File: src/shared/adc_seq_pkg.sv
// constants, register map and enumerations for the oversampling conversion sequencer
// assumes a single 40 MHz clock and a plain strobe register port
package adc_seq_pkg;
  // register word addresses (index space of the plain port)
  localparam logic [3:0] ADDR_CFG1    = 4'h0; // analog config: ratio and count codes
  localparam logic [3:0] ADDR_CFG2    = 4'h1; // analog config: bias selects
  localparam logic [3:0] ADDR_CFG3    = 4'h2; // analog config: gain stage enables
  localparam logic [3:0] ADDR_CFG4    = 4'h3; // analog config: free storage
  localparam logic [3:0] ADDR_CFG5    = 4'h4; // analog config: input channel
  localparam logic [3:0] ADDR_CTRL    = 4'h5; // start command, clock divider
  localparam logic [3:0] ADDR_STATUS  = 4'h6; // busy, resolution, settle state
  localparam int         NUM_CFG      = 5;    // count of analog config registers
  // field positions
  localparam int OSR_LSB   = 0;  // 3-bit ratio code, ratio = 8 << code
  localparam int NEL_LSB   = 4;  // 2-bit count code, count = 1 << code
  localparam int AMPB_LSB  = 0;  // amplifier bias select
  localparam int CONVB_LSB = 2;  // converter bias select
  localparam int START_BIT = 0;  // start bit in control
  localparam int DIV_LSB   = 8;  // oversampling clock divider field
  // reset values
  localparam logic [7:0]  CFG_RST    = 8'h00;
  localparam logic [7:0]  BIAS_RST   = 8'h0F;  // full bias on both
  localparam logic [7:0]  DIV_RST    = 8'h27;  // divide by 40 -> 1 MHz tick
  // encoding limits
  localparam logic [2:0]  OSR_CODE_MAX = 3'h7; // 8 << 7 = 1024
  localparam logic [10:0] OSR_BASE     = 11'h008;
  localparam logic [3:0]  RES_BASE     = 4'h6;  // 2*log2(8)
  // bias codes and their fraction of nominal in quarters
  localparam logic [1:0] BIAS_FULL = 2'h3;
  localparam logic [1:0] BIAS_3Q   = 2'h2;
  localparam logic [1:0] BIAS_HALF = 2'h1;
  localparam logic [1:0] BIAS_1Q   = 2'h0;
  localparam logic [2:0] QTR_4 = 3'h4;
  localparam logic [2:0] QTR_3 = 3'h3;
  localparam logic [2:0] QTR_2 = 3'h2;
  localparam logic [2:0] QTR_1 = 3'h1;
  typedef enum logic [2:0] {
    ST_IDLE = 3'b001,
    ST_CONV = 3'b010,
    ST_DONE = 3'b100
  } seq_state_e;
endpackage : adc_seq_pkg

File: src/hdl/fs_tick_gen.sv
// oversampling clock enable generator
// assumes a divider value written by software; produces a one-cycle tick
`timescale 1ns/100ps
module fs_tick_gen
  import adc_seq_pkg::*;
(
  input  wire logic       ref_clk_in, // system clock
  input  wire logic       rst_b_in,   // async reset, active low
  input  wire logic [7:0] div_in,     // divide value minus one
  input  wire logic       sync_in,    // restart the divider
  output logic            tick_out    // one pulse per oversampling period
);
  logic [7:0] cnt;       // divider count
  logic [7:0] next_cnt;  // next divider count
  logic       next_tick; // next tick value

  //////////////////////////////////////////////////////////////////////////////
  // next-state of the divider
  always_comb begin
    next_cnt  = cnt + 8'h01;
    next_tick = 1'b0;
    if (sync_in) begin          // restart phase on a new conversion
      next_cnt = 8'h00;
    end else if (cnt >= div_in) begin
      next_cnt  = 8'h00;
      next_tick = 1'b1;
    end
  end

  // register the divider
  always_ff @(posedge ref_clk_in or negedge rst_b_in) begin
    if (!rst_b_in) begin
      cnt      <= 8'h00;
      tick_out <= 1'b0;
    end else begin
      cnt      <= next_cnt;
      tick_out <= next_tick;
    end
  end
endmodule : fs_tick_gen

File: src/hdl/oversampling_adc_sequencer.sv
// conversion sequencer: config registers, start, length counter, ready pulse
// assumes synchronous host strobes on a plain port, read data one cycle later
//
// Our own choices: strobed register access and the address map.
`timescale 1ns/100ps
// Behaviour
// ratio only powers of two 8 to 1024
// elementary count only 1, 2, 4, 8
// resolution is twice log2 ratio plus log2 count
// length count*(ratio+1)+1 oversampling periods
// config write resets gain stages
// host waits ratio cycles before starting
// start bit write launches a conversion
// no wait needed when stages bypassed
// bias codes map to quarter fractions
// one-period ready pulse at conversion end
// length counter on oversampling clock, cleared at start
module oversampling_adc_sequencer
  import adc_seq_pkg::*;
(
  input  wire logic       ref_clk_in,       // 40 MHz clock
  input  wire logic       rst_b_in,         // async reset, active low
  input  wire logic [3:0] addr_in,          // register address
  input  wire logic [15:0] wdata_in,        // write data
  input  wire logic       wr_in,            // write strobe
  input  wire logic       rd_in,            // read strobe
  output logic [15:0]     rdata_out,        // read data, cycle after rd_in
  output logic            gain_reset_out,   // one-cycle gain stage reset
  output logic            busy_out,         // conversion running
  output logic            ready_out,        // end-of-conversion pulse
  output logic [2:0]      amp_bias_qtr_out, // amplifier bias in quarters
  output logic [2:0]      conv_bias_qtr_out,// converter bias in quarters
  output logic [4:0]      resolution_out,   // result width in bits
  output logic [2:0]      stage_en_out      // gain stage enables
);
  logic [7:0]  analog_config_regs [NUM_CFG]; // five analog config words
  logic [7:0]  next_cfg [NUM_CFG];            // next config words
  logic [7:0]  div;                           // oversampling divider
  logic [7:0]  next_div;
  logic        fs_tick;                       // oversampling clock enable
  logic        start_acc;                     // accepted start this cycle
  seq_state_e  state;                         // sequencer state
  seq_state_e  next_state;
  logic [13:0] len_cnt;                       // length counter in fs periods
  logic [13:0] next_len_cnt;
  logic [13:0] conv_len;                      // latched conversion length
  logic [13:0] next_conv_len;
  logic [10:0] settle_cnt;                    // fs periods since last config write
  logic [10:0] next_settle_cnt;
  logic [15:0] next_rdata;
  logic        next_gain_reset;
  logic        next_ready;
  logic [2:0]  oversampling_ratio_code;       // ratio code, raw 3-bit field
  logic [1:0]  elementary_conversion_count_code;
  logic [10:0] oversampling_ratio;            // ratio value
  logic [3:0]  elementary_conversion_count;   // count value
  logic [13:0] calc_len;                      // length for current settings
  logic [4:0]  calc_res;                      // resolution for current settings
  logic        settled;                       // settle delay elapsed
  logic [1:0]  amp_bias_current_sel;
  logic [1:0]  converter_bias_current_sel;

  //////////////////////////////////////////////////////////////////////////////
  // decode of the config fields
  always_comb begin
    oversampling_ratio_code = analog_config_regs[0][OSR_LSB +: 3];
    elementary_conversion_count_code = analog_config_regs[0][NEL_LSB +: 2];
    // power-of-two ratio from a 3-bit code: only 8..1024 reachable
    oversampling_ratio = OSR_BASE << oversampling_ratio_code;
    elementary_conversion_count = 4'h1 << elementary_conversion_count_code;
    // resolution = 2*log2(ratio) + log2(count)
    calc_res = 5'(RES_BASE) + 5'({oversampling_ratio_code, 1'b0})
             + 5'(elementary_conversion_count_code);
    // length = count*(ratio+1) + 1, count as shift
    calc_len = 14'((14'(oversampling_ratio) + 14'h0001)
             << elementary_conversion_count_code) + 14'h0001;
    amp_bias_current_sel       = analog_config_regs[1][AMPB_LSB +: 2];
    converter_bias_current_sel = analog_config_regs[1][CONVB_LSB +: 2];
    // settle delay is ratio periods; bypassed stages need none
    settled = (settle_cnt >= oversampling_ratio)
           || (analog_config_regs[2][2:0] == 3'h0);
  end

  // bias select to quarter fraction
  function automatic logic [2:0] bias_qtr(input logic [1:0] sel);
    case (sel)
      BIAS_FULL: bias_qtr = QTR_4;
      BIAS_3Q:   bias_qtr = QTR_3;
      BIAS_HALF: bias_qtr = QTR_2;
      BIAS_1Q:   bias_qtr = QTR_1;
      default:   bias_qtr = QTR_4;
    endcase
  endfunction : bias_qtr

  //////////////////////////////////////////////////////////////////////////////
  // oversampling clock enable
  fs_tick_gen u_fs_tick (
    .ref_clk_in (ref_clk_in),
    .rst_b_in   (rst_b_in),
    .div_in     (div),
    .sync_in    (start_acc),
    .tick_out   (fs_tick)
  );

  //////////////////////////////////////////////////////////////////////////////
  // register file next values
  always_comb begin
    for (int i = 0; i < NUM_CFG; i++) begin
      next_cfg[i] = analog_config_regs[i];
    end
    next_div        = div;
    next_gain_reset = 1'b0;
    start_acc       = 1'b0;
    if (wr_in) begin
      if (addr_in < 4'(NUM_CFG)) begin // any analog config write
        next_cfg[addr_in[2:0]] = wdata_in[7:0];
        next_gain_reset = 1'b1;
      end else if (addr_in == ADDR_CTRL) begin
        next_div  = wdata_in[DIV_LSB +: 8];
        // start accepted only when idle
        start_acc = wdata_in[START_BIT] && (state == ST_IDLE);
      end
    end
    // read mux
    next_rdata = 16'h0000;
    if (rd_in) begin
      if (addr_in < 4'(NUM_CFG)) begin
        next_rdata = {8'h00, analog_config_regs[addr_in[2:0]]};
      end else if (addr_in == ADDR_CTRL) begin
        next_rdata = {div, 8'h00};
      end else if (addr_in == ADDR_STATUS) begin
        next_rdata = {9'h000, calc_res, settled, busy_out};
      end else begin
        next_rdata = 16'h0000; // unmapped reads zero
      end
    end
  end

  // settle counter: cleared by config write, saturates
  always_comb begin
    next_settle_cnt = settle_cnt;
    if (next_gain_reset) begin
      next_settle_cnt = 11'h000;
    end else if (fs_tick && !settle_cnt[10]) begin
      next_settle_cnt = settle_cnt + 11'h001;
    end
  end

  //////////////////////////////////////////////////////////////////////////////
  // sequencer next-state
  always_comb begin
    next_state    = state;
    next_len_cnt  = len_cnt;
    next_conv_len = conv_len;
    next_ready    = 1'b0;
    case (state)
      ST_IDLE: begin
        if (start_acc) begin
          next_len_cnt  = 14'h0000;
          next_conv_len = calc_len;
          next_state    = ST_CONV;
        end
      end
      ST_CONV: begin
        if (fs_tick) begin // count oversampling periods
          next_len_cnt = len_cnt + 14'h0001;
          if (len_cnt + 14'h0001 >= conv_len) begin
            next_state = ST_DONE;
            next_ready = 1'b1;
          end
        end
      end
      ST_DONE: begin
        // ready held for one full fs period
        next_ready = 1'b1;
        if (fs_tick) begin
          next_ready = 1'b0;
          next_state = ST_IDLE;
        end
      end
      default: begin
        next_state = ST_IDLE;
      end
    endcase
  end

  //////////////////////////////////////////////////////////////////////////////
  // register everything
  always_ff @(posedge ref_clk_in or negedge rst_b_in) begin
    if (!rst_b_in) begin
      analog_config_regs[0] <= CFG_RST;
      analog_config_regs[1] <= BIAS_RST;
      analog_config_regs[2] <= CFG_RST;
      analog_config_regs[3] <= CFG_RST;
      analog_config_regs[4] <= CFG_RST;
      div               <= DIV_RST;
      state             <= ST_IDLE;
      len_cnt           <= 14'h0000;
      conv_len          <= 14'h0000;
      settle_cnt        <= 11'h000;
      rdata_out         <= 16'h0000;
      gain_reset_out    <= 1'b0;
      busy_out          <= 1'b0;
      ready_out         <= 1'b0;
      amp_bias_qtr_out  <= QTR_4;
      conv_bias_qtr_out <= QTR_4;
      resolution_out    <= 5'(RES_BASE);
      stage_en_out      <= 3'h0;
    end else begin
      for (int i = 0; i < NUM_CFG; i++) begin
        analog_config_regs[i] <= next_cfg[i];
      end
      div               <= next_div;
      state             <= next_state;
      len_cnt           <= next_len_cnt;
      conv_len          <= next_conv_len;
      settle_cnt        <= next_settle_cnt;
      rdata_out         <= next_rdata;
      gain_reset_out    <= next_gain_reset;
      busy_out          <= (next_state == ST_CONV);
      ready_out         <= next_ready;
      amp_bias_qtr_out  <= bias_qtr(amp_bias_current_sel);
      conv_bias_qtr_out <= bias_qtr(converter_bias_current_sel);
      resolution_out    <= calc_res;
      stage_en_out      <= analog_config_regs[2][2:0];
    end
  end
endmodule : oversampling_adc_sequencer

File: config.mk
export PLATFORM = sky130hd
export DESIGN_NAME = oversampling_adc_sequencer
export DESIGN_NICKNAME = d
export VERILOG_FILES = /design/src/shared/adc_seq_pkg.sv /design/src/hdl/fs_tick_gen.sv /design/src/hdl/oversampling_adc_sequencer.sv
export SDC_FILE = /design/constraint.sdc
export NUM_CORES = 1
export LEC_CHECK = 0
export BUFFER_PORTS_ARGS = -buffer_cell sky130_fd_sc_hd__buf_4
export CAP_MARGIN = 40
export CELL_PAD_IN_SITES_DETAIL_PLACEMENT = 0
export CELL_PAD_IN_SITES_GLOBAL_PLACEMENT = 1
export CORE_AREA = 3 3 132 134
export CTS_CLUSTER_DIAMETER = 120
export DETAILED_ROUTE_END_ITERATION = 10
export DIE_AREA = 0 0 135 137
export PLACE_DENSITY = 0.7
export SETUP_SLACK_MARGIN = 0.15
export SKIP_CTS_REPAIR_TIMING = 1
export SLEW_MARGIN = 20
export SYNTH_ARGS = -nofsm -noshare
export SYNTH_HDL_FRONTEND = slang
export SYNTH_SLANG_ARGS = --single-unit
File: constraint.sdc
create_clock -name ref_clk_in -period 5.6 [get_ports ref_clk_in]
set_clock_uncertainty 0.2 [all_clocks]
set_input_delay 0.84 -clock ref_clk_in [delete_from_list [all_inputs] [get_ports ref_clk_in]]
set_output_delay 0.84 -clock ref_clk_in [all_outputs]
set_load 0.1 [all_outputs]
; After elaboration in Yosys (flattened, before gate mapping)
; Cells that the tools add are included.
[word_totals]
reg_bits = 132
input_bits = 24
elab_cells = 100
[op_classes]
add_sub_neg = 7
order_cmp = 6
n_eq_ne = 14
shift = 2
muxes = 35
bitwise = 2
reduce_logical = 14
[op_table]
columns = operator, count
row1 = 2-to-1 mux 16 bit, 3
row2 = bitwise mux 40 bit, 1
row3 = 2-to-1 mux 8 bit, 5
row4 = "adder 14 x 1 -> 14 bit, second input constant", 2
row5 = 2-to-1 mux 14 bit, 2
row6 = one-hot mux 14 bit (2 select lines), 1
row7 = binary-select mux 8 bit (select 3 bit), 1
row8 = demux 8 bit (select 3 bit), 1
row9 = one-hot mux 3 bit (4 select lines), 2
row10 = 2-to-1 mux 11 bit, 2
row11 = greater-or-equal comparator 14 bit, 1
row12 = << shifter 12 x 2 -> 14 bit, 1
row13 = "adder 11 x 1 -> 12 bit, second input constant", 1
row14 = 2-to-1 mux 3 bit, 4
row15 = "adder 11 x 1 -> 11 bit, second input constant", 1
row16 = greater-or-equal comparator 11 bit, 1
row17 = "<< shifter 4 x 3 -> 11 bit, first input constant", 1
row18 = 2-to-1 mux 1 bit, 10
row19 = one-hot mux 3 bit (3 select lines), 1
row20 = "adder 8 x 1 -> 8 bit, second input constant", 1
row21 = "== test 2 bit, second input constant", 4
row22 = "== test 4 x 3 -> 1 bit, second input constant", 2
row23 = greater-or-equal comparator 8 bit, 1
row24 = 2-to-1 mux 7 bit, 1
row25 = other kinds (22), 30

; Longest topological paths before layout
[logic_depth]
word_depth = 8
depth_mapped = 12
ltp_nobuf = 11

; Cells and area by module
; Synthesis repeated with hierarchy kept, for this count alone.
[unflattened]
cells_unflattened = 613
area_unflattened_um2 = 6713.9
[by_module_without_submodules]
columns = mod, instances, cells_per_inst, area_per_inst_um2, seq_area_each_um2
row1 = oversampling_adc_sequencer, 1, 555, 6082.1, 3094.2
row2 = fs_tick_gen, 1, 58, 631.9, 225.2

; Least setup slack after synthesis
; Ideal clock, no wire load.
[synth_path]
path_kind = register to register
startpoint = reg len_cnt[0]
endpoint = reg busy_out
t_arrival_ns = 2.529
slack_ns = 2.806
stages_incl_launch_ff = 13
cell_sequence = dfrtp_1 ha_1 and2_1 and2_1 clkbuf_1 and3_1 xor2_1 ha_1 a21oi_1 nand2_1 a211o_1 a31oi_1 o21a_1
[synth_between]
elab_chain_len = 6
[synth_lines]
columns = item, line
row1 = "start, declared", oversampling_adc_sequencer.sv:44  ; logic [13:0] len_cnt;
row2 = "start signal, assigned", oversampling_adc_sequencer.sv:215  ; len_cnt <= next_len_cnt;
row3 = adder 14 x 1 -> 14 bit, oversampling_adc_sequencer.sv:167  ; if (len_cnt + 14'h0001 >= conv_len) begin
row4 = greater-or-equal comparator 14 bit, oversampling_adc_sequencer.sv:167
row5 = 2-to-1 mux 3 bit, oversampling_adc_sequencer.sv:167
row6 = 2-to-1 mux 3 bit, oversampling_adc_sequencer.sv:165  ; if (fs_tick) begin
row7 = one-hot mux 3 bit (3 select lines), oversampling_adc_sequencer.sv:156  ; case (state)
row8 = == test 3 x 2 -> 1 bit, oversampling_adc_sequencer.sv:220  ; busy_out <= (next_state == ST_CONV);
row9 = "end signal, assigned", oversampling_adc_sequencer.sv:220
row10 = "end, declared", oversampling_adc_sequencer.sv:29  ; output logic busy_out,
; No other way between the ends.
; A chain may end at the register's enable or synchronous reset.

; Worst setup path after layout
[layout_path]
startpoint = reg len_cnt[0]
endpoint = reg ready_out
[layout_between]
elab_chain_len = 5
[layout_lines]
columns = item, line
row1 = adder 14 x 1 -> 14 bit, oversampling_adc_sequencer.sv:167
row2 = greater-or-equal comparator 14 bit, oversampling_adc_sequencer.sv:167
row3 = 2-to-1 mux 1 bit, oversampling_adc_sequencer.sv:167
row4 = 2-to-1 mux 1 bit, oversampling_adc_sequencer.sv:165
row5 = one-hot mux 1 bit (2 select lines), oversampling_adc_sequencer.sv:156
row6 = named net next_ready, oversampling_adc_sequencer.sv:52  ; logic next_ready;
row7 = "end signal, assigned", oversampling_adc_sequencer.sv:221  ; ready_out <= next_ready;
row8 = "end, declared", oversampling_adc_sequencer.sv:30  ; output logic ready_out,
; The timed path passes the listed nets, and every way through them passes these cells.

==> flow_summary.json <==
{
  "top_layer": "met4",
  "clkSlewWorstSetupHoldPaths_ps": 60,
  "final-setup-viol-count": 0,
  "final_util_pct": 48.2,
  "cpMaxStageDelayCell": "dfrtp_1",
  "ant_nets": 0,
  "tns_ps": 0,
  "io_buffers": 56,
  "dr_total_vias": 4668,
  "wl_met3_um": 577,
  "slowest_delay_ps": 410,
  "hp-class": "primary input to asynchronous set/reset pin",
  "reg2reg_from": "len_cnt[0]",
  "relSlewSlack_pct": 53.4,
  "numCtsBuffers": 17,
  "first_pass_iters": 4,
  "reg2reg_slack_ps": 2580,
  "drt-met1-wl_um": 6610,
  "routedWlPerCell_um": 16.5,
  "drt_wl_total_um": 14600,
  "cts_tree": "done",
  "grt_antenna_before_repair": 0,
  "power.density_nw_per_um2": 439,
  "grt_pass1_vias": 4822,
  "peakVddDrop_v": 0.000232,
  "maxCapViolations": 0,
  "coreArea_um2": 16400,
  "worst_pin_slew_ps": 698,
  "ys_ff_latch": 132,
  "grt.total_usage_pct": 17.0,
  "cp_max_fo": 7,
  "cp.required_ps": 5670,
  "dp_hpwl_um": 10300,
  "rsz0062_at_grt": "false",
  "finalPower_w": 0.00347,
  "grt_max_degree": 88,
  "cts.sinks": 132,
  "syn-num-nets": 672,
  "pwr-share-comb_pct": 28.4,
  "ios": 57,
  "ys_types": 56,
  "drc": 0,
  "holdWs_ps": 137,
  "netlist_area_um2": 6670,
  "fp.dieW_um": 135,
  "p_leak_nw": 3.69,
  "n_antenna_cell": 0,
  "clockBufferDepth": 2,
  "synth_area_leaders": "dfrtp_1 45%, mux2_2 8.6%, ha_1 8.1%, dfstp_2 5.1%, nand2_1 3.0%",
  "initial_utilization_pct": 40.6,
  "maxSlewViolCount": 0,
  "fp.dieH_um": 137,
  "reg2reg_depth": 11,
  "via_per_inst": 5.25,
  "cts_htree_levels": 4,
  "ys_seq_area_share_pct": 49.8,
  "pwr-share-clk_pct": 33.7,
  "drive_above_1_share_pct": 25.3,
  "crit_path_end_kind": "register",
  "synth_top_area_share_pct": 44.7,
  "yosysWarnings": 0,
  "syn_inst": 604,
  "clk_latency_ps": 420,
  "p_sw_w": 0.00121,
  "p_int_w": 0.00225,
  "die_area_um2": 18500,
  "pwr-share-seq_pct": 37.9,
  "critical_path_class": "register to register",
  "crit_chain": "ha_1 > and2_1 > and2_1 > and3_1 > xor2_1 > ha_1 > a21oi_1 > nand2_1 > a211o_1 > a21oi_1 > o21ai_0",
  "worstPathArrival_ps": 3080,
  "status": "finished clean",
  "grt_first_pass_wirelength_um": 24600,
  "async_reset_ff_share_pct": 100,
  "clock-root-buffer": "clkbuf_16",
  "critPathLaunchType": "register",
  "max_freq_mhz": 331,
  "synth.avg_cell_area_um2": 11.0,
  "p_sw_share_pct": 35.0,
  "area_delta_synth_final_pct": 18.5,
  "fin_crit_sh_pct": 53.9,
  "place.gp.congestion": 0.778,
  "first_iter_violations": 282,
  "wl_met2_um": 7140,
  "hold_violations": 0,
  "fp-row-count": 47,
  "grt_overflow": 0,
  "synth_area_leader_cell": "dfrtp_1",
  "fin_nets": 724,
  "r2r_end": "ready_out",
  "synth_flop_cell": "dfrtp_1",
  "synth_edf_count": 0,
  "min_period_ps": 3020
}
[worst max path at each step]
stage,slack [ps],endpoint,startpoint
after global routing,2320,ready_out,len_cnt[0]
after CTS,2590,ready_out,len_cnt[0]
final,2580,ready_out,len_cnt[0]
after floorplan,2810,busy_out,len_cnt[0]
after global placement,2750,state[1],len_cnt[0]
after detailed placement,2620,ready_out,len_cnt[0]
[layout by cell type (no fill, tap or decap), types with 2 or more instances in the layout]
cell / n
o21ai_1: 12
clkbuf_16: 17
clkinv_4: 2
clkbuf_8: 4
nand2b_1: 3
a211o_1: 2
xor2_1: 18
dfrtp_1: 119
nand4_1: 9
nor2_1: 47
a21oi_1: 14
o31ai_1: 8
nand3b_1: 2
o2bb2ai_1: 5
nor2b_1: 7
o21ai_0: 16
nand3_1: 20
a22o_1: 2
and3_1: 16
clkinv_2: 2
ha_1: 43
xnor2_1: 11
a211oi_1: 4
or3_1: 4
o21bai_1: 3
a22oi_1: 7
mux4_2: 8
a31oi_1: 8
buf_4: 57
mux2_2: 51
and2_1: 11
clkinvlp_4: 3
bufinv_16: 3
inv_1: 35
nor3_1: 3
nand2_1: 53
o21a_1: 4
dfstp_2: 13
[per-stage QoR]
| step | instance area, um2 | worst slack (ps) | instances |
|---|---|---|---|
| 3_3_place_gp | 7240 | 2750 | 856 |
| 3_5_place_dp | 7240 | 2620 | 856 |
| 5_1_grt | 7900 | 2320 | 889 |
| 4_1_cts | 7870 | 2590 | 888 |
| 2_1_floorplan | 6670 | 2810 | 604 |
| 6_report | 7900 | 2580 | 889 |
[cell type report]
cell class | count | area [um2]
clock buffers | 21 | 480
clock inverters | 11 | 149
fillers | 1502 | 8510
inverters | 37 | 139
multi-input cells | 409 | 3070
flip-flops and latches | 132 | 3320
well taps | 220 | 275
repair buffers | 59 | 467
[power groups by stage]
stage	Sequential, W	Combinational (W)	Clock (W)
final	0.00132	0.000984	0.00117
after CTS	0.00132	0.000993	0.00119
after floorplan	0.00155	0.000502	0
after detailed placement	0.00134	0.000985	0
after global placement	0.00133	0.000966	0
after global routing	0.00135	0.00109	0.00124
[layer usage]
layer  GRT usage, %  vias to the layer above
li1               -                     2212
met1           22.7                     2340
met2           27.3                       91
met3           3.93                       25
met4           6.16                        0
met5              0                        -
[Yosys cell counts (2+ instances only)]
cell type / number
mux4_2: 8
o21bai_1: 3
nand2_1: 53
mux2_2: 51
ha_1: 43
nand3b_1: 2
o2bb2ai_1: 5
and3_1: 16
inv_1: 35
o21a_1: 4
buf_2: 8
nor2_1: 47
a211oi_1: 4
or3_1: 4
dfrtp_1: 119
xor2_1: 18
nor3_1: 3
a21oi_1: 14
buf_4: 2
nand4_1: 9
o31ai_1: 8
and2_1: 11
dfstp_2: 13
a22oi_1: 7
nor2b_1: 7
o21ai_0: 16
a31oi_1: 8
buf_6: 3
nand3_1: 20
nand2b_1: 3
o21ai_1: 12
a211o_1: 2
xnor2_1: 11
a22o_1: 2
clkbuf_1: 12
[worst max-delay path: cells and delay by family (launching register included)]
kind            cells  cell delay [ps]
simple gates        4              780
xor+xnor            1              160
flops               1              410
fa+ha+maj           2              520
compound gates      4              820
[cell families after synthesis]
family | Yosys count | synth area share (%)
muxes | 59 | 11.3
xor gates and xnor gates | 29 | 3.81
AOI/OAI and AO/OA | 94 | 9.16
adders and majority gates | 44 | 8.37
and+or+nand+nor | 183 | 13.4
buffers and inverters | 63 | 4.15
DFF | 132 | 49.8
[sequential cells by signal, indices dropped and copies added (netlist names), 5 cells and up]
register            cells
analog_config_regs     38
conv_len               14
div                     8
len_cnt                14
rdata_out              16
resolution_out          5
settle_cnt             11
u_fs_tick.cnt           8
(Power assumes the default switching activity.)
